`config.mk`:
```
export PLATFORM = sky130hd
export DESIGN_NAME = utx_core
export DESIGN_NICKNAME = d
export VERILOG_FILES = /design/src/utx_pkg.sv /design/src/utx_fifo.sv /design/src/utx_core.sv
export SDC_FILE = /design/constraint.sdc
export NUM_CORES = 1
export LEC_CHECK = 0
export BUFFER_PORTS_ARGS = -buffer_cell sky130_fd_sc_hd__buf_2
export CORE_MARGIN = 2
export CORE_UTILIZATION = 40
export DETAILED_ROUTE_END_ITERATION = 8
export GPL_ROUTABILITY_DRIVEN = 0
export GPL_TIMING_DRIVEN = 0
export HOLD_SLACK_MARGIN = 0.05
export PLACE_DENSITY = 0.67
export RECOVER_POWER = 50
export SLEW_MARGIN = 20
export SYNTH_ARGS = -nofsm -noshare
export SYNTH_HDL_FRONTEND = slang
export SYNTH_SLANG_ARGS = --single-unit
```
`constraint.sdc`:
```
create_clock -name clk_sys -period 4.18 [get_ports clk_sys]
set_input_delay 0.209 -clock clk_sys [delete_from_list [all_inputs] [get_ports clk_sys]]
set_output_delay 0.209 -clock clk_sys [all_outputs]
set_load 0.05 [all_outputs]
```
`src/utx_pkg.sv`:
```
// Constants, register map and carrier types of the transmit status and
// baud-rate generator block.
// Assumes one system clock and 8-bit memory-mapped CPU accesses.
`default_nettype none

package utx_pkg;

   // ****************************************
   // Register map
   // ****************************************
   localparam logic [15:0] ADDR_TX_STATUS   = 16'hFF55;
   localparam logic [15:0] ADDR_BASE_CLK    = 16'hFF56;
   localparam logic [15:0] ADDR_BAUD_DIV    = 16'hFF57;
   localparam logic [15:0] ADDR_TX_BUFFER   = 16'hFF5A;

   localparam logic [7:0]  RST_TX_STATUS    = 8'h00;
   localparam logic [3:0]  RST_BASE_CLK     = 4'h0;
   localparam logic [7:0]  RST_BAUD_DIV     = 8'hFF;
   localparam logic [7:0]  RDATA_UNMAPPED   = 8'h00;

   localparam int          BIT_TX_BUF_FULL  = 1;
   localparam int          BIT_TX_BUSY      = 0;
   localparam int          PRESCALE_W       = 4;

   // ****************************************
   // Clock generation
   // ****************************************
   localparam logic [3:0]  PRESCALE_MAX_DIV = 4'hA;
   localparam logic [3:0]  PRESCALE_TIMER   = 4'hB;
   localparam logic [7:0]  DIVIDER_MIN      = 8'h08;
   localparam logic [1:0]  START_BASE_TICKS = 2'h2;

   // ****************************************
   // Frame
   // ****************************************
   localparam logic [3:0]  FRAME_BITS       = 4'hA;
   localparam logic        LINE_IDLE        = 1'b1;
   localparam logic        LINE_START       = 1'b0;

   typedef struct packed {
      logic [15:0] addr;
      logic [7:0]  wdata;
      logic        wr;
      logic        rd;
   } utx_cpu_req_s;

   typedef struct packed {
      logic power;
      logic tx_en;
      logic rx_en;
   } utx_mode_s;

   typedef enum logic [1:0] {
      TX_IDLE = 2'b01,
      TX_SEND = 2'b10
   } utx_tx_state_e;

endpackage

`default_nettype wire

```
`src/utx_fifo.sv`:
```
// Synchronous FIFO holding bytes waiting for the transmit shift register.
// Assumes one clock; flush empties it in one cycle.
`default_nettype none

module utx_fifo
   import utx_pkg::*;
#(
   parameter int WIDTH = 8,
   parameter int DEPTH = 16
) (
   input  wire logic             clk_sys,
   input  wire logic             sys_rst,
   input  wire logic             flush,
   input  wire logic             in_valid,
   output var  logic             in_ready,
   input  wire logic [WIDTH-1:0] in_data,
   output      logic             out_valid,
   input  wire logic             out_ready,
   output      logic [WIDTH-1:0] out_data
);

   localparam int PW = $clog2(DEPTH);

   if (DEPTH < 2 || (1 << PW) != DEPTH || WIDTH < 1) begin : g_chk
      $error("utx_fifo: DEPTH must be a power of two of at least 2");
   end

   logic [WIDTH-1:0] mem_r [DEPTH];
   logic [PW-1:0]    wr_ptr_r;
   logic [PW-1:0]    rd_ptr_r;
   logic [PW:0]      count_r;
   logic [PW:0]      count_nxt;
   wire              push = in_valid && in_ready;
   wire              pop  = out_valid && out_ready;

   assign out_valid = (count_r != '0);
   assign out_data  = mem_r[rd_ptr_r];
   assign count_nxt = flush ? '0 :
                      (count_r + (PW+1)'(push) - (PW+1)'(pop));

   // Ready is registered so the source sees a clean flop output.
   always_ff @(posedge clk_sys) begin
      if (sys_rst) begin
         wr_ptr_r <= '0;
         rd_ptr_r <= '0;
         count_r  <= '0;
         in_ready <= 1'b1;
      end else begin
         wr_ptr_r <= flush ? '0 : wr_ptr_r + PW'(push);
         rd_ptr_r <= flush ? '0 : rd_ptr_r + PW'(pop);
         count_r  <= count_nxt;
         in_ready <= (count_nxt != (PW+1)'(DEPTH));
      end
   end

   always_ff @(posedge clk_sys) begin
      if (push) begin
         mem_r[wr_ptr_r] <= in_data;
      end
   end

endmodule

`default_nettype wire

```
`src/utx_core.sv`:
```
// Transmit status flags, base-clock prescaler, 8-bit baud divider and a
// simple 8N1 transmitter fed by a byte FIFO.
// Assumes CPU strobes and mode bits synchronous to clk_sys, one access
// per cycle, and a timer output already synchronous to clk_sys.
`default_nettype none

// Behaviour
// - A buffer write sets the buffer-occupied flag.
// - Buffer flag clears when power or transmit enable is 0, or when the last queued byte transfers.
// - Busy flag sets when a byte moves into the shift register.
// - Busy clears when disabled, or frame ends with no new byte.
// - After transfer a new write follows the frame without gap.
// - Status register is read-only, 00H after reset and while disabled.
// - Select code 0..10 divides system clock by 2^code; 11 picks timer.
// - Divider divides base clock by k, valid 8..255.
// - Baud rate equals the divider output clock, base clock divided by 2k.
// - Rewriting select or divider with same value leaves traffic intact.
// - Reset loads divider with FFH and select with 00H.
// - Power off stops and holds the clock low and clears the logic.
// - Divider starts counting on the third base clock after power on; the first two are skipped.
module utx_core
   import utx_pkg::*;
#(
   parameter int FIFO_DEPTH = 16
) (
   input  wire logic         clk_sys,
   input  wire logic         sys_rst,
   input  wire utx_cpu_req_s cpu_req,
   output var  logic [7:0]   cpu_rdata,
   output var  logic         tx_wr_ready,
   input  wire utx_mode_s    mode,
   input  wire logic         timer_output_source,
   output var  logic         txd,
   output var  logic         baud_clk,
   output var  logic         tx_done
);

   if (FIFO_DEPTH < 2 || (FIFO_DEPTH & (FIFO_DEPTH - 1)) != 0) begin : g_chk
      $error("utx_core: FIFO_DEPTH must be a power of two of at least 2");
   end

   // ****************************************
   // Decoding
   // ****************************************
   function automatic logic hit(input utx_cpu_req_s r,
                                input logic [15:0] a);
      hit = (r.addr == a);
   endfunction

   function automatic logic presc_tick(input logic [3:0] code,
                                       input logic [9:0] cnt,
                                       input logic       tmr_rise);
      logic [9:0] mask;
      mask = 10'h000;
      if (code == PRESCALE_TIMER) begin
         presc_tick = tmr_rise;
      end else if (code > PRESCALE_MAX_DIV) begin
         presc_tick = 1'b0;
      end else begin
         mask = 10'((11'h001 << code) - 11'h001);
         presc_tick = ((cnt & mask) == mask);
      end
   endfunction

   wire logic iface_on = mode.power;
   wire logic tx_on    = mode.power && mode.tx_en;
   wire logic wr_stat  = cpu_req.wr && hit(cpu_req, ADDR_TX_STATUS);
   wire logic wr_base  = cpu_req.wr && hit(cpu_req, ADDR_BASE_CLK);
   wire logic wr_div   = cpu_req.wr && hit(cpu_req, ADDR_BAUD_DIV);
   wire logic wr_txbuf = cpu_req.wr && hit(cpu_req, ADDR_TX_BUFFER);

   // ****************************************
   // Registers
   // ****************************************
   logic [3:0] base_sel_r;
   logic [7:0] baud_div_r;

   // Writes store unconditionally; an equal value changes nothing, so a
   // refresh during traffic leaves the counters alone.
   always_ff @(posedge clk_sys) begin
      if (sys_rst) begin
         base_sel_r <= RST_BASE_CLK;
         baud_div_r <= RST_BAUD_DIV;
      end else begin
         if (wr_base) begin
            base_sel_r <= cpu_req.wdata[PRESCALE_W-1:0];
         end
         if (wr_div) begin
            baud_div_r <= cpu_req.wdata;
         end
      end
   end

   // ****************************************
   // Base clock prescaler
   // ****************************************
   logic [9:0] pre_cnt_r;
   logic       tmr_prev_r;
   wire logic  tmr_rise  = timer_output_source && !tmr_prev_r;
   wire logic  base_tick = iface_on &&
                           presc_tick(base_sel_r, pre_cnt_r, tmr_rise);

   // Power off freezes and zeroes the prescaler, so no base tick leaks.
   always_ff @(posedge clk_sys) begin
      if (sys_rst || !iface_on) begin
         pre_cnt_r  <= 10'h000;
      end else begin
         pre_cnt_r  <= pre_cnt_r + 10'h001;
      end
   end

   // The edge detector tracks the timer even with power off and leaves
   // reset high, so a timer already high gives no false first tick.
   always_ff @(posedge clk_sys) begin
      if (sys_rst) begin
         tmr_prev_r <= 1'b1;
      end else begin
         tmr_prev_r <= timer_output_source;
      end
   end

   // ****************************************
   // Baud divider
   // ****************************************
   logic [1:0] start_cnt_r;
   logic [7:0] div_cnt_r;
   logic       div_out_r;

   // Prohibited small divisors are served as the least legal one, which
   // keeps the frame timing finite instead of spinning.
   wire logic [7:0] div_k    = (baud_div_r < DIVIDER_MIN) ?
                               DIVIDER_MIN : baud_div_r;
   wire logic       div_run  = (start_cnt_r == START_BASE_TICKS);
   wire logic       div_wrap = base_tick && div_run &&
                               (div_cnt_r == div_k - 8'h01);
   // One bit time is two half periods of the divider output.
   wire logic       bit_tick = div_wrap && div_out_r;

   always_ff @(posedge clk_sys) begin
      if (sys_rst || !iface_on) begin
         start_cnt_r <= 2'h0;
         div_cnt_r   <= 8'h00;
         div_out_r   <= 1'b0;
      end else begin
         if (base_tick && !div_run) begin
            start_cnt_r <= start_cnt_r + 2'h1;
         end
         if (div_wrap) begin
            div_cnt_r <= 8'h00;
            div_out_r <= !div_out_r;
         end else if (base_tick && div_run) begin
            div_cnt_r <= div_cnt_r + 8'h01;
         end
      end
   end

   // ****************************************
   // Transmit buffer
   // ****************************************
   logic       q_valid;
   logic [7:0] q_data;
   logic       q_pop;
   logic       q_in_ready;

   // Writes while disabled or while the queue is full are dropped; the
   // ready output lets a host avoid the loss instead of polling.
   utx_fifo #(
      .WIDTH (8),
      .DEPTH (FIFO_DEPTH)
   ) u_fifo (
      .clk_sys   (clk_sys),
      .sys_rst   (sys_rst),
      .flush     (!tx_on),
      .in_valid  (wr_txbuf && tx_on),
      .in_ready  (q_in_ready),
      .in_data   (cpu_req.wdata),
      .out_valid (q_valid),
      .out_ready (q_pop),
      .out_data  (q_data)
   );

   // ****************************************
   // Transmitter
   // ****************************************
   utx_tx_state_e state_r;
   utx_tx_state_e state_nxt;
   logic [9:0]    shift_r;
   logic [3:0]    bit_cnt_r;
   logic          busy_r;
   logic          done_r;
   logic          txd_r;

   wire logic last_bit = (bit_cnt_r == FRAME_BITS - 4'h1);
   wire logic frame_end = (state_r == TX_SEND) && bit_tick && last_bit;
   // A queued byte loads on the bit edge that ends the frame, so the
   // next start bit follows the stop bit directly.
   wire logic load = tx_on && q_valid && bit_tick &&
                     ((state_r == TX_IDLE) || last_bit);
   wire logic [9:0] frame = {LINE_IDLE, q_data, LINE_START};

   assign q_pop = load;

   always_comb begin
      state_nxt = state_r;
      case (state_r)
         TX_IDLE: begin
            if (load) begin
               state_nxt = TX_SEND;
            end
         end
         TX_SEND: begin
            if (frame_end && !load) begin
               state_nxt = TX_IDLE;
            end
         end
         default: begin
            state_nxt = TX_IDLE;
         end
      endcase
   end

   always_ff @(posedge clk_sys) begin
      if (sys_rst || !tx_on) begin
         state_r <= TX_IDLE;
         done_r  <= 1'b0;
      end else begin
         state_r <= state_nxt;
         done_r  <= frame_end;
      end
   end

   always_ff @(posedge clk_sys) begin
      if (sys_rst || !tx_on) begin
         busy_r <= 1'b0;
      end else if (load) begin
         busy_r <= 1'b1;
      end else if (frame_end) begin
         busy_r <= 1'b0;
      end
   end

   always_ff @(posedge clk_sys) begin
      if (sys_rst || !tx_on) begin
         shift_r   <= {10{LINE_IDLE}};
         bit_cnt_r <= 4'h0;
      end else if (load) begin
         shift_r   <= frame;
         bit_cnt_r <= 4'h0;
      end else if ((state_r == TX_SEND) && bit_tick && !last_bit) begin
         shift_r   <= {LINE_IDLE, shift_r[9:1]};
         bit_cnt_r <= bit_cnt_r + 4'h1;
      end
   end

   always_ff @(posedge clk_sys) begin
      if (sys_rst || !tx_on) begin
         txd_r <= LINE_IDLE;
      end else if (load) begin
         txd_r <= LINE_START;
      end else if (frame_end) begin
         txd_r <= LINE_IDLE;
      end else if ((state_r == TX_SEND) && bit_tick) begin
         txd_r <= shift_r[1];
      end
   end

   // ****************************************
   // Read port
   // ****************************************
   // The status word has no storage of its own; it is the live flags,
   // which the disable path above already forces to zero.
   logic [7:0] status_word;
   logic [7:0] rdata_sel;

   always_comb begin
      status_word = RST_TX_STATUS;
      status_word[BIT_TX_BUF_FULL] = q_valid;
      status_word[BIT_TX_BUSY]     = busy_r;
      if (hit(cpu_req, ADDR_TX_STATUS)) begin
         rdata_sel = status_word;
      end else if (hit(cpu_req, ADDR_BASE_CLK)) begin
         rdata_sel = {4'h0, base_sel_r};
      end else if (hit(cpu_req, ADDR_BAUD_DIV)) begin
         rdata_sel = baud_div_r;
      end else begin
         rdata_sel = RDATA_UNMAPPED;
      end
   end

   // A write to the status address stores nothing; it only blocks the read data update that cycle.
   wire logic stat_write_ignored = wr_stat;

   always_ff @(posedge clk_sys) begin
      if (sys_rst) begin
         cpu_rdata <= RDATA_UNMAPPED;
      end else if (cpu_req.rd && !stat_write_ignored) begin
         cpu_rdata <= rdata_sel;
      end
   end

   // ****************************************
   // Outputs
   // ****************************************
   always_ff @(posedge clk_sys) begin
      if (sys_rst) begin
         tx_wr_ready <= 1'b0;
      end else begin
         tx_wr_ready <= q_in_ready && tx_on;
      end
   end

   always_ff @(posedge clk_sys) begin
      if (sys_rst) begin
         txd <= LINE_IDLE;
      end else begin
         txd <= txd_r;
      end
   end

   always_ff @(posedge clk_sys) begin
      if (sys_rst) begin
         baud_clk <= 1'b0;
      end else begin
         baud_clk <= div_out_r;
      end
   end

   always_ff @(posedge clk_sys) begin
      if (sys_rst) begin
         tx_done <= 1'b0;
      end else begin
         tx_done <= done_r;
      end
   end

endmodule

`default_nettype wire

```
==> results of run 1 <==
worst max-delay path: cells and delay by family, from the launching register on:
family | cells | cell delay, ps
AND/OR/NAND/NOR | 11 | 2090
buffers and inverters | 3 | 220
AO/OA/AOI/OAI | 5 | 810
flip-flops | 1 | 340
adder cells (fa/ha/maj) | 3 | 500
area by class of cell:
class,count,area [µm²],area share (%)
Buffer,33,145,1.40
Sequential cell,205,5390,52.0
Clock buffer,31,646,6.23
Timing Repair Buffer,54,292,2.81
Inverter,20,75.1,0.724
Tap cell,280,350,3.38
Clock inverter,11,110,1.06
Multi-Input combinational cell,395,3360,32.4
cell families (layout without fill, tap and decap cells):
logic type                 count (synthesis)  count (layout)
buffers and inverters                     55             149
xor gates and xnor gates                  35              35
adders and majority gates                 16              16
and+or+nand+nor                          222             222
DFF                                      205             205
muxes                                     42              42
AOI/OAI and AO/OA                         80              80
synthesized netlist by cell type, types with 3 or more instances:
cell and count:
or4_1 3, and3_1 23, nand3_1 27, o31ai_1 3, ha_1 15, nand2_1 29, clkbuf_1 25, buf_2 3
xnor2_1 17, nand4_1 17, a21oi_1 30, nor2_1 55, or3_1 3, nor4_1 4, o211ai_1 3, inv_1 19
nor2b_1 5, and4b_1 3, or2_2 6, edfxtp_1 128, nand2b_1 14, nor3_1 9, nand3b_1 5, nor3b_1 3
a22o_1 3, a211o_1 8, buf_1 5, o21ai_0 11, and2_1 4, dfxtp_1 77, xor2_1 18, mux4_2 40
power by group through the flow:
stage | Clock (mW) | Combinational (mW) | Sequential, mW
floorplan | 0 | 0.0264 | 2.20
global placement | 0 | 0.0797 | 2.19
detailed placement | 0 | 0.0810 | 2.19
CTS | 2.03 | 0.0840 | 2.15
global route | 2.12 | 0.0907 | 2.15
finish | 2.00 | 0.0826 | 2.15
through the flow:
stage | power (mW) | hold WS, ps | cell area, µm²
detailed placement | 2.28 | 420 | 9400
global placement | 2.27 | 408 | 9380
floorplan | 2.23 | 308 | 8830
global route | 4.36 | 55.5 | 10400
CTS | 4.26 | 54.4 | 10300
finish | 4.23 | 73.5 | 10400
final timing paths:
kind | end | cells past startpoint | slack, ps | start
worst max register to register | u_fifo.in_ready | 22 | 80 | baud_div_r[4]
worst min-delay path | u_fifo.rd_ptr_r[1] | 2 | 70 | mode[1]
worst max-delay path | u_fifo.in_ready | 22 | 80 | baud_div_r[4]
worst min register to register | tx_done | 1 | 450 | done_r
routing by layer:
metal	vias to the layer above	track usage, %	part of all wire, %
met3	46	3.24	6.3
met1	2780	22.8	43
li1	2638	-	-
met2	175	28.0	48
met5	-	0	0.051
met4	2	5.25	2.9
registers in the layout, indices dropped and copies added, names as in the netlist, 2 cells and up:
name	flops
u_fifo.count_r	5
baud_div_r	8
cpu_rdata	8
shift_r	8
pre_cnt_r	10
u_fifo.rd_ptr_r	4
bit_cnt_r	4
div_cnt_r	8
base_sel_r	4
state_r	2
start_cnt_r	2
u_fifo.mem_r	128
u_fifo.wr_ptr_r	4
timing repair:
action                                 in CTS  in global routing
setup buffers                              11                  1
hold buffers                                3                  0
endpoints found under the hold margin       7                  0
gates resized for setup                    18                 22
pin swaps                                  13                 16
setup endpoints to repair                   2                  3
==> key figures, run 1 <==
Route
  – Via/cell ratio: 5.48
  – Per-cell routed wire length: ~19 µm
  – ANT nets after route: 0
  – Via count: roughly 5.6k
  – Drt drc: 0
  – Drt total wl: between 15,000 and 20,000 µm
  – 1st-pass router iterations: 5
  – Initial DRC count: around 500

Hold path
  – Hold WC Path Type: in2reg

Yosys
  – Post-synthesis adder-cell area fraction: roughly 2.4%
  – Ys async rst share: 0%
  – Post-synthesis sequential area ratio: around 61%
  – Compound-cell area share of the yosys netlist: about 6.2%
  – Synth area leaders: edfxtp_1 (44%), dfxtp_1 (18%), mux4_2 (10%), nor2_1 (2.3%), ha_1 (2.1%)
  – Syn_nets: 703
  – Flops & latches, synth: a little over 200
  – Post-Synth Simple-Gate Area: 13.7%
  – Netlist Area Pre-Place: ~8800 µm²
  – Largest family of logic cells by synthesized area: simple AND/OR/NAND/NOR gates
  – Post-synthesis mux area share: between 10% and 20%
  – Netlist cell types: 64
  – Yosys warning count: 0
  – Post-Syn Area per Cell: roughly 13 µm²
  – Number of flops mapped to enable cells by yosys: 128
  – Most used DFF post-synth: edfxtp_1
  – Yosys top cell area share: 43.7%
  – Cell count after synthesis: 655
  – XOR/XNOR Fraction of Synth Area: under 10%
  – Cell accounting for the most synthesized area: edfxtp_1

Finish
  – Fillers: around 1.9k
  – ANT cells: 0
  – Ratio of cells with drive above 1 in the final layout: 21.2%
  – Most frequent cells in the layout: edfxtp_1 (128), dfxtp_1 (74), nor2_1 (54)
  – Fin cells: around 1.0k
  – Post-layout util: 47.8%
  – Nets: approximately 800
  – Area delta synth->final: 17.9%
  – Most common cell after layout, fill and taps aside: edfxtp_1

STA
  – Final setup vio count: 0
  – Least-Margin Pin Slew: just under 1000 ps
  – Final worst slack: 83.7 ps
  – Clock skew: between 9 and 10 ps
  – Final hold violations: 0
  – Crit path time final: between 4000 and 5000 ps
  – Max Clk Rate: ~240 MHz
  – Worst relative slew slack: around a third
  – TNS Setup: 0 ps
  – RSZ-0062 raised after global routing: yes
  – Final period util: 98.0%
  – Slew Limit Fails: 0

Power
  – Internal Power: ~3.4 mW
  – Fraction of power spent switching nets: about a fifth
  – Part of the power in registers: 50.8%
  – Power density cells: 408 nW/µm²
  – Logic pwr share: under 10%
  – P_sw: roughly 860 µW
  – Static leakage: between 3 and 4 nW
  – Clk pwr share: a little under half
  – Max VDD drop: 249 µV

Critical path
  – Critical path endpoint category: flop
  – CP Launch Type: flop
  – Slowest cell on crit path: or4_4
  – Critical path required time: 4570 ps
  – CP max FO: 3
  – Cells along the critical path: or4_4 -> or2_4 -> nand2_4 -> ha_4 -> nor3b_4 -> nand2_2 -> o311a_4 -> o41ai_4 -> and4b_1 -> buf_6 -> nand2_4 -> nand2_2 -> nand2_2 -> ha_4 -> inv_2 -> fa_2 -> inv_2 -> a21oi_2 -> nor2_2 -> or3_4 -> a21oi_4 -> o21ai_1
  – CP Class: reg2reg
  – Crit path DAT: around 4500 ps
  – Crit path top cell by count: nand2_2
  – CP max stage delay: ~530 ps

Clocking
  – Clock slew at reported path FFs: 60 ps
  – TritonCTS clock tree: yes
  – Clock Sinks: around 200
  – Cts bufs inserted: 23
  – CTS Buffer Depth: 3
  – CTS root buffer: clkbuf_16
  – H-tree depth: 1
  – Clk_lat worst skew: about 510 ps

Floorplan
  – I/O pin count: 44
  – Row count: 54
  – Initial Util: ~40%
  – Core Area: ~22,000 µm²
  – Die ar.: 23,200 µm²
  – DIE WIDTH: about 150 µm
  – Chip height: about 150 µm

Global routing
  – GRT overflow: 0
  – First-pass GRT wire length: 31,200 µm
  – Vias in the first global route: 5,603
  – Largest net degree at the start of global routing: 19
  – Initial antenna violation count: 1
  – GRT Total Usage: 16.9%

Job
  – Max-cap violations: 0

Outcome
  – Status: finished clean

Place
  – Quantity of I/O buffers inserted on ports: 39
  – Placed Cells incl. Taps: 974
  – Worst Setup Slack post-DPL: -539 ps
  – Hpwl dp: approximately 13,000 µm
Note: power is estimated with default switching activity, not from simulation.
==> inputs of run 2 (changes only) <==
--- a/config.mk
+++ b/config.mk
@@ -6,13 +6,15 @@
 export NUM_CORES = 1
 export LEC_CHECK = 0
 export BUFFER_PORTS_ARGS = -buffer_cell sky130_fd_sc_hd__buf_2
+export CELL_PAD_IN_SITES_DETAIL_PLACEMENT = 1
+export CELL_PAD_IN_SITES_GLOBAL_PLACEMENT = 1
 export CORE_MARGIN = 2
 export CORE_UTILIZATION = 40
 export DETAILED_ROUTE_END_ITERATION = 8
 export GPL_ROUTABILITY_DRIVEN = 0
 export GPL_TIMING_DRIVEN = 0
 export HOLD_SLACK_MARGIN = 0.05
-export PLACE_DENSITY = 0.67
+export PLACE_DENSITY = 0.74
 export RECOVER_POWER = 50
 export SLEW_MARGIN = 20
 export SYNTH_ARGS = -nofsm -noshare
==> constraint.sdc (replaced) <==
create_clock -name clk_sys -period 4.95 [get_ports clk_sys]
set_input_delay 0.2475 -clock clk_sys [delete_from_list [all_inputs] [get_ports clk_sys]]
set_output_delay 0.2475 -clock clk_sys [all_outputs]
set_load 0.05 [all_outputs]
==> key figures, run 2 (synthesis gave the netlist of run 1 again) <==
Power
  – P_sw: 716 µW (was 857 µW)
  – Internal Power: 2.70 mW (was 3.38 mW)
  – Design Power: 3.42 mW (was 4.23 mW)
  – Power density cells: 339 nW/µm² (was 408 nW/µm²)
  – Fraction of power spent switching nets: 21.0% (was 20.2%)
  – Max VDD drop: 342 µV (was 249 µV)
  – Logic pwr share: 2.0% (about the same)
  – Part of the power in registers: 53.2% (was 50.8%)
  – Clk pwr share: 44.8% (was 47.2%)
  – Static leakage: 3.41 nW (was 3.53 nW)

Critical path
  – Worst reg-to-reg path cell count: 23 (was 22)
  – CP Buf/Inv Count: 4 (was 3)
  – CP max FO: 7 (was 3)
  – Crit path DAT: 5040 ps (was 4490 ps)
  – Slowest cell on crit path: or4_4 (unchanged)
  – Crit path top cell by count: nand2_1 (was nand2_2)
  – Reg-to-reg endpoint: u_fifo.in_ready (unchanged)
  – CP Launch Type: flop (unchanged)
  – Critical path endpoint category: flop (unchanged)
  – Reg2reg setup slack: 300 ps (was 80 ps)
  – CP Class: reg2reg (unchanged)
  – Cells along the critical path: or4_4 -> or2_2 -> nand2_1 -> ha_2 -> nor3b_4 -> nand2_1 -> o311a_1 -> o41ai_2 -> and4b_1 -> buf_6 -> nand2_1 -> buf_6 -> nand2_1 -> nand2_1 -> ha_1 -> inv_1 -> fa_2 -> inv_1 -> a21oi_1 -> nor2_1 -> or3_1 -> a21oi_2 -> o21ai_0 (was or4_4 -> or2_4 -> nand2_4 -> ha_4 -> nor3b_4 -> nand2_2 -> o311a_4 -> o41ai_4 -> and4b_1 -> buf_6 -> nand2_4 -> nand2_2 -> nand2_2 -> ha_4 -> inv_2 -> fa_2 -> inv_2 -> a21oi_2 -> nor2_2 -> or3_4 -> a21oi_4 -> o21ai_1)
  – Reg-to-reg critical path startpoint: baud_div_r[3] (was baud_div_r[4])
  – Delay-heaviest family, CP: simple AND/OR/NAND/NOR gates (unchanged)
  – Critical path required time: 5340 ps (was 4570 ps)
  – CP max stage delay: 550 ps (was 530 ps)

Floorplan
  – I/O pin count: 44 (unchanged)
  – Die ar.: 23,200 µm² (unchanged)
  – Chip height: 152 µm (unchanged)
  – DIE WIDTH: 152 µm (unchanged)
  – Core Area: 21,700 µm² (unchanged)
  – Initial Util: 40.6% (unchanged)
  – Row count: 54 (unchanged)

STA
  – Max Clk Rate: 215 MHz (was 244 MHz)
  – Least-Margin Pin Slew: 980 ps (was 979 ps)
  – RSZ-0062 raised after global routing: no (was yes)
  – Slew Limit Fails: 0 (unchanged)
  – Final hold violations: 0 (unchanged)
  – Clock skew: 14.2 ps (was 9.20 ps)
  – Worst hold slack: 96.3 ps (was 73.5 ps)
  – Worst relative slew slack: 34.7% (about the same)
  – Final setup vio count: 0 (unchanged)
  – Final worst slack: 299 ps (was 83.7 ps)
  – Crit path time final: 4650 ps (was 4100 ps)
  – Final period util: 93.9% (was 98.0%)

Finish
  – Most common cell after layout, fill and taps aside: edfxtp_1 (unchanged)
  – Design Area, Final: 10,100 µm² (was 10,400 µm²)
  – ANT cells: 0 (unchanged)
  – Area delta synth->final: 14.7% (was 17.9%)
  – Top reg by flops: u_fifo.mem_r (unchanged)
  – Max FFs per register: 128 (unchanged)
  – Nets: 772 (was 780)
  – Top flop regs: u_fifo.mem_r (128), pre_cnt_r (10) (unchanged)
  – Fillers: 2,231 (was 1,875)
  – Ratio of cells with drive above 1 in the final layout: 16.9% (was 21.2%)
  – Most frequent cells in the layout: edfxtp_1 (128), dfxtp_1 (75), clkbuf_1 (55), nor2_1 (55), mux4_2 (40) (was edfxtp_1 (128), dfxtp_1 (74), nor2_1 (54))

Clocking
  – Clock slew at reported path FFs: 60 ps (about the same)
  – H-tree depth: 1 (unchanged)
  – CTS root buffer: clkbuf_16 (unchanged)
  – TritonCTS clock tree: yes (unchanged)
  – Clk_lat worst skew: 520 ps (was 510 ps)
  – Cts bufs inserted: 23 (unchanged)
  – CTS Buffer Depth: 3 (unchanged)
  – Clock Sinks: 205 (unchanged)

Place
  – Hpwl dp: 14,800 µm (was 12,800 µm)
  – Placed Area: 9360 µm² (was 9400 µm²)
  – Quantity of I/O buffers inserted on ports: 39 (unchanged)
  – Worst Setup Slack post-DPL: -324 ps (was -539 ps)

Global routing
  – First-pass GRT wire length: 33,700 µm (was 31,200 µm)
  – Largest net degree at the start of global routing: 19 (unchanged)
  – GRT overflow: 0 (unchanged)
  – Vias in the first global route: 6,124 (was 5,603)
  – GRT Total Usage: 18.2% (was 16.9%)
  – Initial antenna violation count: 0 (was 1)

Route
  – 1st-pass router iterations: 4 (was 5)
  – Drt drc: 0 (unchanged)
  – Via count: 5,658 (was 5,641)
  – Via/cell ratio: 5.55 (was 5.48)
  – Per-cell routed wire length: 20.8 µm (was 19.2 µm)
  – Drt total wl: 21,200 µm (was 19,700 µm)
  – Initial DRC count: 402 (was 515)
  – ANT nets after route: 0 (unchanged)

Outcome
  – Status: finished clean (unchanged)

Job
  – Max-cap violations: 0 (unchanged)

Hold path
  – WHS Path Cells: 3 (was 2)
  – Hold WC Path Type: in2reg (unchanged)
  – Endpoint, Worst Hold: cpu_rdata[4] (was u_fifo.rd_ptr_r[1])
  – Worst hold start: cpu_req[11] (was mode[1])
run 2: metal layers:
metal  global-route usage [%]  wire [µm]
met5                        0          0
met2                     32.6      10900
met1                     23.5       9190
met4                     3.92        285
met3                     2.93        806
run 2: power by group through the flow:
stage,sequential (mW),combinational [mW],clock (mW)
floorplan,1.86,0.0223,0
global placement,1.85,0.0655,0
detailed placement,1.85,0.0694,0
CTS,1.82,0.0705,1.56
global route,1.82,0.0756,1.63
finish,1.82,0.0689,1.53
run 2: worst max-delay path by stage:
stage                  startpoint               to  slack (ps)  cells after the start
global placement    baud_div_r[4]  u_fifo.in_ready        -150                     23
CTS                 baud_div_r[4]  u_fifo.in_ready          30                     24
finish              baud_div_r[3]  u_fifo.in_ready         300                     23
floorplan           baud_div_r[4]  u_fifo.in_ready         540                     24
detailed placement  baud_div_r[4]  u_fifo.in_ready        -320                     23
global route        baud_div_r[3]  u_fifo.in_ready         0.6                     23
run 2: worst min-delay path: stages:
cell,delay (ps)
buf_2,150
nand4_1,100
a21oi_1,60
run 2: through the flow:
step,util [%],instances,setup TNS [ps]
CTS,46.4,1015,0
detailed placement,43.2,974,-478
finish,46.5,1019,0
global placement,43.1,974,-151
global route,46.5,1019,0
floorplan,-,655,0
run 2: timing repair:
item | CTS | global route
pin swaps | 0 | 2
resized for setup | 6 | 8
hold buffers | 1 | 0
endpoints found under the setup margin | 2 | 2
hold endpoints to repair | 1 | 0
buffers inserted | 0 | 5
run 2: area by class of cell:
class | count | area (µm²) | share of cell area, %
clock inverter | 5 | 42.5 | 0.422
timing repair buffer | 45 | 218 | 2.16
buffer | 34 | 154 | 1.53
multi-input combinational | 395 | 3240 | 32.1
clock buffer | 35 | 621 | 6.15
inverter | 20 | 75.1 | 0.744
sequential | 205 | 5390 | 53.4
tap | 280 | 350 | 3.47
